**src/logic/lookup_index_unknown_fwd_cfg.svh**
```systemverilog
`ifndef LOOKUP_INDEX_UNKNOWN_FWD_CFG_SVH
`define LOOKUP_INDEX_UNKNOWN_FWD_CFG_SVH

// ----------------------------------------------------------------------
// register offsets (byte addresses, 16-bit register address port)
// ----------------------------------------------------------------------
`define LIUF_OFS_FULL_FAIL_INDEX  16'h0316
`define LIUF_OFS_LEARN_FAIL_INDEX 16'h0318
`define LIUF_OFS_HOST_INDEX       16'h031A
`define LIUF_OFS_UUC_CTRL         16'h0320
`define LIUF_OFS_UMC_CTRL         16'h0324
`define LIUF_OFS_UVID_CTRL        16'h0328
`define LIUF_OFS_FAIL_STATUS      16'h0314

// ----------------------------------------------------------------------
// field positions
// ----------------------------------------------------------------------
`define LIUF_ENABLE_BIT           31
`define LIUF_MASK_MSB             6
`define LIUF_STAT_WRITE_FAIL_BIT  0
`define LIUF_STAT_ALMOST_FULL_BIT 1
`define LIUF_STAT_LEARN_FAIL_BIT  2
`define LIUF_ALMOST_FULL_MIN      3'h2
`define LIUF_ALMOST_FULL_MAX      3'h3

// ----------------------------------------------------------------------
// reset values
// ----------------------------------------------------------------------
`define LIUF_RST_INDEX            12'h000
`define LIUF_RST_CTRL             32'h00000000
`define LIUF_RST_STATUS           3'h0

`endif

```
**src/logic/lookup_index_unknown_fwd_pkg.sv**
```systemverilog
package lookup_index_unknown_fwd_pkg;

    typedef logic [6:0] port_mask_type;

    typedef enum logic [1:0] {
        CLASS_NONE,
        CLASS_UNKNOWN_VID,
        CLASS_UNKNOWN_UNICAST,
        CLASS_UNKNOWN_MULTICAST
    } fwd_class_type;

    typedef struct packed {
        logic [11:0]   full_fail_index;
        logic [9:0]    learn_fail_index;
        logic [9:0]    host_index;
        logic          uuc_enable;
        port_mask_type uuc_mask;
        logic          umc_enable;
        port_mask_type umc_mask;
        logic          uvid_enable;
        port_mask_type uvid_mask;
        logic [2:0]    status;
        logic [31:0]   rdata;
        logic          fwd_valid;
        logic          fwd_hit;
        port_mask_type fwd_ports;
        fwd_class_type fwd_class;
    } state_type;

endpackage : lookup_index_unknown_fwd_pkg

```
**src/logic/lookup_index_unknown_fwd.sv**
```systemverilog
// The plain strobed port was decided locally.
`timescale 1ns/100ps
`include "lookup_index_unknown_fwd_cfg.svh"

// Contract
// - static write into bucket holding 2-3 statics captures 12-bit entry.
// - failed static write captures 10-bit bucket index in first index reg.
// - learn failure on four-static bucket captures 10-bit bucket index.
// - every external table read or write captures its 10-bit bucket index.
// - precedence is unknown VID, then unknown unicast, then unknown multicast.
// - unknown unicast special forwarding only while enable bit 31 is set.
// - unicast mask bit 0 is port 1; set bits select ports; zero selects none.
// - unknown multicast special forwarding only while enable bit 31 is set.
// - multicast mask bit 0 is port 1; all ones every port, zeros none.
// - unknown VID special forwarding only while its enable bit 31 is set.
// - VID mask bit 0 is port 1; each set bit selects that port.
// - learn failure raises write-one-to-clear learn-fail status flag.
// - write failure raises write-one-to-clear write-fail status flag.

module lookup_index_unknown_fwd
(
    input  wire logic        I_CLK_SYS,
    input  wire logic        I_RST,
    input  wire logic        i_clk_en,
    // register port
    input  wire logic [15:0] i_reg_addr,
    input  wire logic [31:0] i_reg_wdata,
    input  wire logic        i_reg_wr,
    input  wire logic        i_reg_rd,
    output logic      [31:0] o_reg_rdata,
    // lookup engine events
    input  wire logic        i_static_wr_ok,
    input  wire logic [2:0]  i_static_wr_prior_cnt,
    input  wire logic [11:0] i_static_wr_entry,
    input  wire logic        i_static_wr_fail,
    input  wire logic [9:0]  i_static_wr_bucket,
    input  wire logic        i_learn_fail,
    input  wire logic [9:0]  i_learn_bucket,
    input  wire logic        i_host_access,
    input  wire logic [9:0]  i_host_bucket,
    // forwarding classification request
    input  wire logic        i_fwd_req,
    input  wire logic        i_unknown_vid,
    input  wire logic        i_unknown_unicast,
    input  wire logic        i_unknown_multicast,
    output logic             o_fwd_valid,
    output logic             o_fwd_hit,
    output logic      [6:0]  o_fwd_ports,
    output logic      [1:0]  o_fwd_class,
    output logic      [2:0]  o_fail_status
);

    // ------------------------------------------------------------------
    // helpers
    // ------------------------------------------------------------------
    function automatic logic [31:0] ctrl_word(
        input logic                                      en,
        input lookup_index_unknown_fwd_pkg::port_mask_type mask
    );
        ctrl_word = {en, 24'h000000, mask};
    endfunction : ctrl_word

    function automatic logic addr_is(input logic [15:0] a,
                                     input logic [15:0] ofs);
        addr_is = (a == ofs);
    endfunction : addr_is

    lookup_index_unknown_fwd_pkg::state_type s_reg;
    lookup_index_unknown_fwd_pkg::state_type s_next;

    logic almost_full;
    logic [2:0] w1c;

    // ------------------------------------------------------------------
    // next state
    // ------------------------------------------------------------------
    always_comb
    begin
        s_next = s_reg;
        almost_full = i_static_wr_ok
                   && i_static_wr_prior_cnt >= `LIUF_ALMOST_FULL_MIN
                   && i_static_wr_prior_cnt <= `LIUF_ALMOST_FULL_MAX;
        w1c = 3'h0;

        // index capture; reads never touch these
        if (almost_full)
            s_next.full_fail_index = i_static_wr_entry;
        // a failure in the same cycle wins: it is the more urgent report
        if (i_static_wr_fail)
            s_next.full_fail_index = {2'h0, i_static_wr_bucket};
        if (i_learn_fail)
            s_next.learn_fail_index = i_learn_bucket;
        if (i_host_access)
            s_next.host_index = i_host_bucket;

        // register writes
        if (i_reg_wr)
        begin
            unique case (1'b1)
                addr_is(i_reg_addr, `LIUF_OFS_UUC_CTRL):
                begin
                    s_next.uuc_enable = i_reg_wdata[`LIUF_ENABLE_BIT];
                    s_next.uuc_mask   = i_reg_wdata[`LIUF_MASK_MSB:0];
                end
                addr_is(i_reg_addr, `LIUF_OFS_UMC_CTRL):
                begin
                    s_next.umc_enable = i_reg_wdata[`LIUF_ENABLE_BIT];
                    s_next.umc_mask   = i_reg_wdata[`LIUF_MASK_MSB:0];
                end
                addr_is(i_reg_addr, `LIUF_OFS_UVID_CTRL):
                begin
                    s_next.uvid_enable = i_reg_wdata[`LIUF_ENABLE_BIT];
                    s_next.uvid_mask   = i_reg_wdata[`LIUF_MASK_MSB:0];
                end
                addr_is(i_reg_addr, `LIUF_OFS_FAIL_STATUS):
                    w1c = i_reg_wdata[2:0];
                default:
                    w1c = 3'h0;
            endcase
        end

        // status flags: set wins over a same-cycle clear
        s_next.status = s_reg.status & ~w1c;
        if (i_static_wr_fail)
            s_next.status[`LIUF_STAT_WRITE_FAIL_BIT] = 1'b1;
        if (almost_full)
            s_next.status[`LIUF_STAT_ALMOST_FULL_BIT] = 1'b1;
        if (i_learn_fail)
            s_next.status[`LIUF_STAT_LEARN_FAIL_BIT] = 1'b1;

        // read data, one cycle after the strobe; unmapped reads zero
        s_next.rdata = 32'h00000000;
        if (i_reg_rd)
        begin
            unique case (1'b1)
                addr_is(i_reg_addr, `LIUF_OFS_FULL_FAIL_INDEX):
                    s_next.rdata = {20'h00000, s_reg.full_fail_index};
                addr_is(i_reg_addr, `LIUF_OFS_LEARN_FAIL_INDEX):
                    s_next.rdata = {22'h000000, s_reg.learn_fail_index};
                addr_is(i_reg_addr, `LIUF_OFS_HOST_INDEX):
                    s_next.rdata = {22'h000000, s_reg.host_index};
                addr_is(i_reg_addr, `LIUF_OFS_UUC_CTRL):
                    s_next.rdata = ctrl_word(s_reg.uuc_enable, s_reg.uuc_mask);
                addr_is(i_reg_addr, `LIUF_OFS_UMC_CTRL):
                    s_next.rdata = ctrl_word(s_reg.umc_enable, s_reg.umc_mask);
                addr_is(i_reg_addr, `LIUF_OFS_UVID_CTRL):
                    s_next.rdata = ctrl_word(s_reg.uvid_enable,
                                             s_reg.uvid_mask);
                addr_is(i_reg_addr, `LIUF_OFS_FAIL_STATUS):
                    s_next.rdata = {29'h00000000, s_reg.status};
                default:
                    s_next.rdata = 32'h00000000;
            endcase
        end

        // --------------------------------------------------------------
        // unknown classification; result one cycle after the request.
        // the highest-precedence category alone decides, so a disabled
        // VID category does not fall through to unicast handling.
        // --------------------------------------------------------------
        s_next.fwd_valid = i_fwd_req;
        s_next.fwd_hit   = 1'b0;
        s_next.fwd_ports = 7'h00;
        s_next.fwd_class = lookup_index_unknown_fwd_pkg::CLASS_NONE;
        if (i_fwd_req)
        begin
            if (i_unknown_vid)
            begin
                s_next.fwd_class =
                    lookup_index_unknown_fwd_pkg::CLASS_UNKNOWN_VID;
                s_next.fwd_hit   = s_reg.uvid_enable;
                s_next.fwd_ports = s_reg.uvid_enable
                                 ? s_reg.uvid_mask : 7'h00;
            end
            else if (i_unknown_unicast)
            begin
                s_next.fwd_class =
                    lookup_index_unknown_fwd_pkg::CLASS_UNKNOWN_UNICAST;
                s_next.fwd_hit   = s_reg.uuc_enable;
                s_next.fwd_ports = s_reg.uuc_enable
                                 ? s_reg.uuc_mask : 7'h00;
            end
            else if (i_unknown_multicast)
            begin
                s_next.fwd_class =
                    lookup_index_unknown_fwd_pkg::CLASS_UNKNOWN_MULTICAST;
                s_next.fwd_hit   = s_reg.umc_enable;
                s_next.fwd_ports = s_reg.umc_enable
                                 ? s_reg.umc_mask : 7'h00;
            end
        end
    end

    // ------------------------------------------------------------------
    // state register
    // ------------------------------------------------------------------
    always_ff @(posedge I_CLK_SYS or posedge I_RST)
    begin
        if (I_RST)
        begin
            s_reg <= '0;
            s_reg.full_fail_index <= `LIUF_RST_INDEX;
            s_reg.status <= `LIUF_RST_STATUS;
        end
        else if (i_clk_en)
        begin
            s_reg <= s_next;
        end
    end

    assign o_reg_rdata   = s_reg.rdata;
    assign o_fwd_valid   = s_reg.fwd_valid;
    assign o_fwd_hit     = s_reg.fwd_hit;
    assign o_fwd_ports   = s_reg.fwd_ports;
    assign o_fwd_class   = s_reg.fwd_class;
    assign o_fail_status = s_reg.status;

endmodule : lookup_index_unknown_fwd

```
**config.mk**
```make
export PLATFORM = sky130hd
export DESIGN_NAME = lookup_index_unknown_fwd
export DESIGN_NICKNAME = d
export VERILOG_FILES = /design/src/logic/lookup_index_unknown_fwd_pkg.sv /design/src/logic/lookup_index_unknown_fwd.sv
export VERILOG_INCLUDE_DIRS = /design/src /design/src/logic
export SDC_FILE = /design/constraint.sdc
export NUM_CORES = 1
export LEC_CHECK = 0
export ABC_AREA = 0
export ABC_CLOCK_PERIOD_IN_PS = 2100
export BUFFER_PORTS_ARGS = -buffer_cell sky130_fd_sc_hd__buf_2
export CAP_MARGIN = 30
export CELL_PAD_IN_SITES_DETAIL_PLACEMENT = 2
export CELL_PAD_IN_SITES_GLOBAL_PLACEMENT = 2
export CORE_ASPECT_RATIO = 1.4
export CORE_MARGIN = 2
export CORE_UTILIZATION = 28
export DETAILED_ROUTE_END_ITERATION = 7
export PLACE_DENSITY = 0.78
export SYNTH_ARGS = -nofsm -noshare
export SYNTH_HDL_FRONTEND = slang
export SYNTH_SLANG_ARGS = --single-unit
```
**constraint.sdc**
```tcl
create_clock -name I_CLK_SYS -period 2.1 [get_ports I_CLK_SYS]
set_input_delay 0.105 -clock I_CLK_SYS [delete_from_list [all_inputs] [get_ports I_CLK_SYS]]
set_output_delay 0.105 -clock I_CLK_SYS [all_outputs]
set_load 0.05 [all_outputs]
```
==> flow_metrics.py, run 1 <==
metrics = {
    "outcome": {
        "status": "finished, final reports clean",
    },
    "die": {
        "die_h_um": 151,
        "start_util_pct": 28.7,
        "rows": 53,
        "die-area_mm2": 0.0164,
        "num_io_pins": 152,
        "die_w_um": 109,
        "core_area_mm2": 0.0151,
    },
    "setup_path": {
        "worstSetupStartpointType": "primary input",
        "critPathRequiredTime_ps": 2370,
        "crit_path_frequent_cell": "buf_4",
        "crit_family": "simple AND/OR/NAND/NOR gates",
        "critPathBufInv": 3,
        "path_cells": "buf_2, or4_1, buf_4, nor4b_2, buf_4, a22o_1, a221oi_1, o2bb2ai_1",
        "critPathMaxFanout": 7,
        "worstSetupPathType": "primary input to flop",
        "cp-end-kind": "flop",
        "cp.arrival_ps": 2050,
        "crit_path_max_incr_delay_ps": 650,
        "slowest_stage": "or4_1",
        "r2r_slack_ps": 550,
    },
    "pwr": {
        "p_per_area_mw_per_mm2": 718,
        "ir_drop_v": 0.000301,
        "p_leak_uw": 0.00251,
        "finalPower_uw": 3880,
    },
    "layout": {
        "n_antenna_cell": 0,
        "mostFrequentLayoutCells": "buf_2 (107), dfrtp_1 (83), mux2_2 (43), a21oi_1 (21), buf_4 (21)",
        "final_cells": 687,
        "multiInputGateArea_mm2": 0.00188,
        "drive_gt1_share_pct": 40.8,
        "fin_nets": 596,
        "area_growth_pct": 25.4,
        "register_area_mm2": 0.00208,
        "nFillCells": 1605,
        "largest_register_ffs": 56,
        "final_common_cell": "buf_2",
        "finish.utilization_pct": 35.9,
    },
    "worst_hold_path": {
        "hold_path.class": "primary input to flop",
    },
    "clocking": {
        "htreeDepth": 3,
        "cts_setup_buffers": 0,
        "cts.repair.resized": 0,
        "cts_buffers": 9,
        "cts.clk_slew.worst_paths_ps": 70,
        "cts_tree": "yes",
        "clock_latency_ps": 350,
        "cts_root_buf": "clkbuf_16",
        "cts_buffer_depth": 2,
        "postCtsHoldBufs": 14,
        "clock_sinks": 83,
    },
    "routing": {
        "via_per_inst": 4.87,
        "ant_nets": 0,
        "drtIter0Drc": 67,
        "routed_wl_um": 13400,
        "drc_errors": 0,
        "routedWlPerCell_um": 19.6,
        "dr.pass1.iters": 4,
        "dr_total_vias": 3348,
    },
    "timing": {
        "timing.hold.ws_ps": 7.60,
        "finalCritPeriodShare_pct": 85.2,
        "hold_viol": 0,
        "setup_viol": 0,
        "max_freq_mhz": 559,
        "rsz0062_at_grt": "false",
        "max_slew_margin_pct": 40.2,
        "fin_skew_ps": 7.00,
        "fin_crit_ps": 1790,
        "tightest_slew_ps": 896,
        "slew_violations": 0,
    },
    "place": {
        "routabilityCongestion": 0.866,
        "place_inst": 656,
        "hpwl_um": 10500,
        "port_buffers": 107,
    },
    "synth": {
        "synth_area_mm2": 0.00431,
        "async_reset_ff_share_pct": 100,
        "ys_seq_elements": 83,
        "synth-edff-count": 0,
        "avgSynthCellArea_um2": 11.3,
        "syn_inst": 382,
        "synth_flop_cell": "dfrtp_1",
        "ys_warn_count": 0,
        "ys_seq_area_share_pct": 48.2,
        "synth_cell_type_count": 50,
    },
    "grt": {
        "first_global_vias": 3872,
        "grt_usage_pct": 17.6,
        "grt_max_degree": 42,
        "grt_antenna_before_repair": 0,
        "grt_overflow": 0,
        "grt_pass1_wl_um": 21400,
    },
    "flow_run": {
        "drv_cap": 0,
    },
}
## cell families after synthesis
kind of cell | after synthesis | synth area share, %
flops | 83 | 48.2
simple gates | 82 | 11.7
compound gates | 81 | 13.9
buf+inv | 71 | 10.1
mux | 64 | 16.2
other cells | 1 | 0.0869
## metal layers
metal / share of wire (%) / GRT usage (%) / routed length (um) / up-vias
li1: - / - / - / 1551
met1: 38 / 18.8 / 5050 / 1677
met2: 55 / 33.0 / 7440 / 97
met3: 4.3 / 3.92 / 579 / 23
met4: 2.8 / 6.73 / 374 / 0
met5: 0 / 0 / 0 / -
## report_power, final
group	internal, uW	switching (uW)
Combinational	193	296
Clock	944	695
Sequential	1700	60.0
Total	2830	1050
## final cells by class
type	count	area share, %
multi-input combinational	246	34.7
tap	192	4.44
timing repair buffer	145	16.3
sequential	83	38.4
inverter	5	0.416
clock inverter	7	1.60
clock buffer	9	4.16
## cells in the mapped netlist (2+ instances only)
cell type / n / area (um2)
dfrtp_1: 83 / 2080
buf_4: 44 / 330
mux2_2: 43 / 484
a21oi_1: 21 / 105
nor2_1: 20 / 75.1
mux2i_1: 19 / 190
o2bb2ai_1: 18 / 158
clkbuf_1: 17 / 63.8
nand2_1: 14 / 52.6
nand3_1: 14 / 70.1
a22o_1: 8 / 70.1
a221o_1: 7 / 70.1
a22oi_1: 7 / 52.6
o21ai_0: 7 / 35.0
a221oi_1: 6 / 52.6
inv_1: 5 / 18.8
nor2b_1: 4 / 25.0
buf_1: 3 / 11.3
a21o_1: 2 / 15.0
and2_1: 2 / 12.5
mux2_1: 2 / 22.5
nand3b_1: 2 / 15.0
nor2_2: 2 / 12.5
nor3b_1: 2 / 15.0
nor4_4: 2 / 42.5
o211ai_1: 2 / 15.0
or3_1: 2 / 12.5
or4b_2: 2 / 20.0
## worst paths after layout
| check | start | to | cells past startpoint |
|---|---|---|---|
| worst max-delay path | i_reg_addr[7] | o_reg_rdata[1] | 8 |
| worst min-delay path | i_host_bucket[5] | s_reg[75] | 2 |
| worst max register to register | s_reg[55] | o_reg_rdata[1] | 5 |
| worst min register to register | o_reg_rdata[1] | o_reg_rdata[1] | 1 |
| max in group asynchronous | I_RST | s_reg[48] | 4 |
| min in group asynchronous | I_RST | s_reg[59] | 3 |
## per-stage QoR
step / setup WS [ps] / TNS, ps / cell area [um2]
finish: 312 / 0 / 5410
global route: 241 / 0 / 5410
CTS: 347 / 0 / 5400
detailed placement: -10.1 / -15.1 / 4950
global placement: 89.6 / 0 / 4950
floorplan: 186 / 0 / 4380
Power figures use the tool's default switching activity.
==> inputs of run 2 (changes only) <==
- CORE_MARGIN: 2 -> not set
- RECOVER_POWER: not set -> 25
==> flow_metrics.py, run 2 (same netlist as run 1, synthesis figures left out) <==
metrics = {
    "outcome": {
        "status": "finished, final reports clean",
    },
    "die": {
        "die_h_um": 149,
        "die-area_mm2": 0.0159,
        "core_area_mm2": 0.0151,
        "die_w_um": 107,
        "start_util_pct": 28.7,
        "rows": 53,
        "num_io_pins": 152,
    },
    "layout": {
        "multiInputGateArea_mm2": 0.00188,
        "fin_nets": 594,
        "largest_register_ffs": 56,
        "area_growth_pct": 24.0,
        "final_common_cell": "buf_2",
        "n_antenna_cell": 0,
        "mostFrequentLayoutCells": "buf_2 (105), dfrtp_1 (83), mux2_2 (43), buf_4 (23), a21oi_1 (21)",
        "register_area_mm2": 0.00208,
        "nFillCells": 1610,
        "final_cell_area_mm2": 0.00535,
        "drive_gt1_share_pct": 40.8,
    },
    "place": {
        "port_buffers": 107,
        "pre_cts_ws_ps": -8.53,
        "place_area_mm2": 0.00493,
        "hpwl_um": 10300,
        "routabilityCongestion": 0.793,
    },
    "grt": {
        "grt_usage_pct": 17.8,
        "grt_pass1_wl_um": 21100,
        "first_global_vias": 3811,
        "grtUsageMet1_pct": 19.1,
        "grt_max_degree": 45,
        "met2_usage_pct": 34.0,
        "top_usage_layer": "met2",
        "grt_antenna_before_repair": 0,
        "grt.met3_usage_pct": 3.93,
        "grt_overflow": 0,
    },
    "timing": {
        "fin_crit_ps": 1760,
        "max_freq_mhz": 568,
        "timing.hold.ws_ps": 11.0,
        "max_slew_margin_pct": 36.1,
        "slew_violations": 0,
        "hold_viol": 0,
        "rsz0062_at_grt": "false",
        "tightest_slew_ps": 958,
        "setup_ws_ps": 340,
        "fin_skew_ps": 8.76,
        "setup_viol": 0,
        "finalCritPeriodShare_pct": 83.8,
    },
    "clocking": {
        "clock_latency_ps": 350,
        "cts_setup_buffers": 0,
        "cts_tree": "yes",
        "htreeDepth": 3,
        "cts_buffer_depth": 2,
        "cts_root_buf": "clkbuf_16",
        "clock_sinks": 83,
        "cts.clk_slew.worst_paths_ps": 60,
        "cts_buffers": 9,
    },
    "routing": {
        "drc_errors": 0,
        "ant_nets": 0,
        "drtIter0Drc": 77,
        "dr.pass1.iters": 4,
        "routed_wl_um": 13600,
        "dr_total_vias": 3361,
        "routedWlPerCell_um": 19.8,
        "via_per_inst": 4.91,
    },
    "worst_hold_path": {
        "hold_path.class": "primary input to flop",
        "hold_start": "i_host_bucket[7]",
    },
    "setup_path": {
        "worstSetupPathType": "primary input to flop",
        "cp.arrival_ps": 2010,
        "critPathLaunch": "i_clk_en",
        "critPathRequiredTime_ps": 2350,
        "timing.rr.start": "s_reg[56]",
        "cp-end-kind": "flop",
        "critPathMaxFanout": 12,
        "worstSetupStartpointType": "primary input",
    },
    "flow_run": {
        "drv_cap": 0,
    },
    "pwr": {
        "p_leak_uw": 0.00248,
        "p_per_area_mw_per_mm2": 719,
        "ir_drop_v": 0.000344,
    },
}
-- run 2: cell count changes in the layout (fill, tap and decap cells not counted) --
cell and delta:
clkinv_2 +1, clkbuf_1 +2, inv_8 -2, dlygate4sd3_1 -3
buf_4 +2, clkbuf_2 +1, buf_2 -2, inv_6 +1
buf_12 -2
-- run 2: area by class of cell --
type | instances | area share [%]
well taps | 192 | 4.49
clock buffers | 9 | 4.21
clock inverters | 7 | 1.45
multi-input cells | 246 | 35.1
flip-flops and latches | 83 | 38.8
repair buffers | 143 | 15.5
inverters | 5 | 0.421
-- run 2: final timing paths --
kind	endpoint	slack (ps)	cells past startpoint
min	s_reg[77]	10	2
max	o_reg_rdata[5]	340	5
max in group asynchronous	s_reg[98]	850	4
max reg2reg	o_reg_rdata[2]	550	5
min reg2reg	o_fwd_class[1]	500	1
min in group asynchronous	o_fwd_ports[2]	500	4
-- run 2: worst max-delay path, stage by stage --
cell and delay, ps:
clkbuf_1 430, nand2_1 200, a2111oi_0 490, o211ai_1 480, o2bb2ai_1 290
-- run 2: power by group --
part	internal, uW	switching (uW)
clock network	929	682
registers	1700	57.8
logic	185	294
-- run 2: through the flow --
stage / power [uW] / TNS, ps / util [%] / cells
finish: 3840 / 0 / 35.5 / 685
global route: 3990 / 0 / 35.5 / 685
CTS: 3900 / 0 / 35.6 / 685
detailed placement: 2250 / -21.4 / 32.8 / 657
global placement: 2230 / 0 / 32.8 / 657
floorplan: 2100 / 0 / - / 400
-- run 2: layer usage --
metal  share of wire, %  wire length [um]
met5                  0                 0
met3                4.1               560
met4                1.8               238
met2                 56              7600
met1                 38              5160
-- run 2: timing repair --
| item | 4_1_cts | 5_1_grt |
|---|---|---|
| gates resized for setup | 0 | 0 |
| hold endpoints to repair | 94 | 0 |
| hold buffers | 12 | 0 |
| setup endpoints to repair | 0 | 0 |
==> inputs of run 3 (changes only) <==
- ABC_AREA: 0 -> 1
- ABC_CLOCK_PERIOD_IN_PS: 2100 -> 1500
- CORE_UTILIZATION: 28 -> 26
- clock period: 2.1 -> 1.5 ns (I/O delays scaled with it)
==> flow_metrics.py, run 3 <==
metrics = {
    "grt": {
        "grt_overflow": 0,
        "grt_usage_pct": 16.7,
        "grt_pass1_wl_um": 22300,
        "grt_max_degree": 43,
        "grt_antenna_before_repair": 0,
        "first_global_vias": 4278,
    },
    "clocking": {
        "cts_root_buf": "clkbuf_16",
        "cts_tree": "yes",
        "cts.repair.resized": 0,
        "postCtsHoldBufs": 28,
        "clock_sinks": 83,
        "cts_setup_buffers": 0,
        "cts.clk_slew.worst_paths_ps": 60,
        "cts_buffer_depth": 2,
        "cts_buffers": 9,
        "htreeDepth": 3,
        "clock_latency_ps": 340,
    },
    "die": {
        "die-area_mm2": 0.0177,
        "num_io_pins": 152,
        "die_h_um": 157,
        "start_util_pct": 26.6,
        "rows": 56,
        "die_w_um": 113,
        "core_area_mm2": 0.0167,
    },
    "timing": {
        "max_freq_mhz": 760,
        "setup_viol": 0,
        "rsz0062_at_grt": "false",
        "fin_crit_ps": 1320,
        "fin_skew_ps": 7.69,
        "setup_ws_ps": 185,
        "max_slew_margin_pct": 34.8,
        "tightest_slew_ps": 972,
        "slew_violations": 0,
        "finalCritPeriodShare_pct": 87.7,
        "hold_viol": 0,
    },
    "pwr": {
        "p_per_area_mw_per_mm2": 969,
        "finalPower_uw": 5460,
        "pwr-share-comb_pct": 12.3,
        "p_seq_share_pct": 44.7,
        "ir_drop_v": 0.000385,
        "p_leak_uw": 0.00293,
        "netSwitchingPower_uw": 1350,
        "internal-power_uw": 4100,
        "p_clk_share_pct": 42.9,
        "swShare_pct": 24.8,
    },
    "synth": {
        "async_reset_ff_share_pct": 100,
        "ys_warn_count": 0,
        "synth_area_leader_cell": "dfrtp_1",
        "yosys-top-cells-area": "dfrtp_1 (47%), nand2_1 (11%), buf_4 (7.4%)",
        "synth-edff-count": 0,
        "ys_seq_elements": 83,
        "synth_simple_gate_area_share_pct": 24.0,
        "synth_flop_cell": "dfrtp_1",
        "synth_commonest_cells": "nand2_1 (125), dfrtp_1 (83), nand3_1 (52)",
        "synth_cell_type_count": 32,
        "synth_fa_ha_area_share_pct": 0,
        "avgSynthCellArea_um2": 8.57,
        "synthMuxAreaShare_pct": 5.73,
        "synth.most_common_cell": "nand2_1",
        "ys_seq_area_share_pct": 46.6,
        "synth_xor_area_share_pct": 0,
        "syn_inst": 520,
        "netlist.area_leader.share_pct": 46.6,
        "synth_compound_area_share_pct": 9.83,
        "synth_area_mm2": 0.00446,
        "synth_top_family_by_area": "simple AND/OR/NAND/NOR gates",
    },
    "layout": {
        "final_common_cell": "nand2_1",
        "fin_nets": 744,
        "n_antenna_cell": 0,
        "multiInputGateArea_mm2": 0.00183,
        "mostFrequentLayoutCells": "nand2_1 (125), buf_2 (105), dfrtp_1 (83), nand3_1 (52), inv_1 (46)",
        "drive_gt1_share_pct": 27.1,
        "largest_register_ffs": 56,
        "nFillCells": 1869,
        "register_area_mm2": 0.00208,
        "area_growth_pct": 26.3,
    },
    "setup_path": {
        "critPathMaxFanout": 8,
        "critPathBufInv": 3,
        "r2r_slack_ps": 320,
        "critPathRequiredTime_ps": 1740,
        "cp.arrival_ps": 1560,
        "slowest_stage": "dlygate4sd3_1",
        "path_depth": 6,
        "rr_worst_depth": 2,
        "worstSetupPathType": "primary input to flop",
        "worstSetupStartpointType": "primary input",
        "path_cells": "dlygate4sd3_1, buf_2, nand2_1, inv_1, nand3_1, o221ai_1",
        "crit_path_max_incr_delay_ps": 520,
        "cp-end-kind": "flop",
        "crit_family": "buffers and inverters",
    },
    "routing": {
        "drc_errors": 0,
        "dr.pass1.iters": 4,
        "ant_nets": 0,
        "routed_wl_um": 14100,
        "routedWlPerCell_um": 16.7,
        "drtIter0Drc": 97,
        "via_per_inst": 4.69,
        "dr_total_vias": 3971,
    },
    "place": {
        "routabilityCongestion": 0.766,
        "pre_cts_ws_ps": -14.0,
        "hpwl_um": 10900,
        "port_buffers": 107,
    },
    "worst_hold_path": {
        "hold_depth": 3,
        "hold_path.class": "primary input to flop",
    },
    "outcome": {
        "status": "finished, final reports clean",
    },
    "flow_run": {
        "drv_cap": 0,
    },
}
==> run 3: changes by cell type after synthesis, sizes merged, moves of 8 or more <==
cell,before,now
buf,48,56
o2bb2ai,18,0
nand2,14,130
inv,5,47
nand3,14,52
clkbuf,18,5
o21ai,7,35
nor2,23,52
mux2,45,20
a21oi,21,3
mux2i,19,3
==> run 3: kinds of logic (layout without fill, tap and decap cells) <==
kind of cell           after synthesis  in the layout
AND/OR/NAND/NOR                    239            239
AO/OA/AOI/OAI                       66             66
multiplexers                        23             23
buffers and inverters              108            213
other                                1             19
flip-flops                          83             83
==> run 3: worst paths after layout <==
check | start | end
setup / recovery | i_fwd_req | o_fwd_ports[4]
hold / removal | i_reg_wdata[1] | s_reg[47]
setup reg to reg | s_reg[53] | o_fwd_ports[4]
hold reg to reg | o_reg_rdata[6] | o_reg_rdata[6]
max in group asynchronous | I_RST | s_reg[48]
min in group asynchronous | I_RST | o_reg_rdata[3]
==> run 3: per-layer routing <==
| layer | vias up | part of all wire, % | track usage, % |
|---|---|---|---|
| met2 | 82 | 56 | 32.1 |
| met3 | 10 | 3.5 | 2.85 |
| met1 | 2018 | 39 | 18.4 |
| met5 | - | 0 | 0 |
| li1 | 1861 | - | - |
| met4 | 0 | 1.1 | 5.52 |
==> run 3: power groups by stage <==
stage / combinational [uW] / sequential, uW / clock [uW]
global route: 734 / 2450 / 2500
detailed placement: 632 / 2480 / 0
finish: 673 / 2440 / 2340
floorplan: 437 / 2460 / 0
global placement: 603 / 2470 / 0
CTS: 691 / 2440 / 2410
==> run 3: cell type report <==
cell class                      count  share of cell area [%]
Sequential cell                    83                    36.9
Tap cell                          203                    4.51
Timing Repair Buffer              150                    17.4
Inverter                           47                    3.16
Multi-Input combinational cell    347                    32.5
Clock buffer                       12                    4.20
Clock inverter                      4                    1.31
==> run 3: through the flow <==
step	hold WS, ps	setup TNS [ps]	instance area, um2	util (%)	std cells
floorplan	196	0	4530	-	538
global placement	128	0	5050	30.2	802
detailed placement	133	-30.8	5050	30.2	802
CTS	1.74	0	5640	33.7	846
global route	23.1	0	5630	33.6	846
finish	4.08	0	5630	33.6	846
==> run 3: worst reg2reg max path, cell delays in order (launching register included) <==
cell and delay, ps:
dfrtp_1 370, nand3_1 360, o221ai_1 340
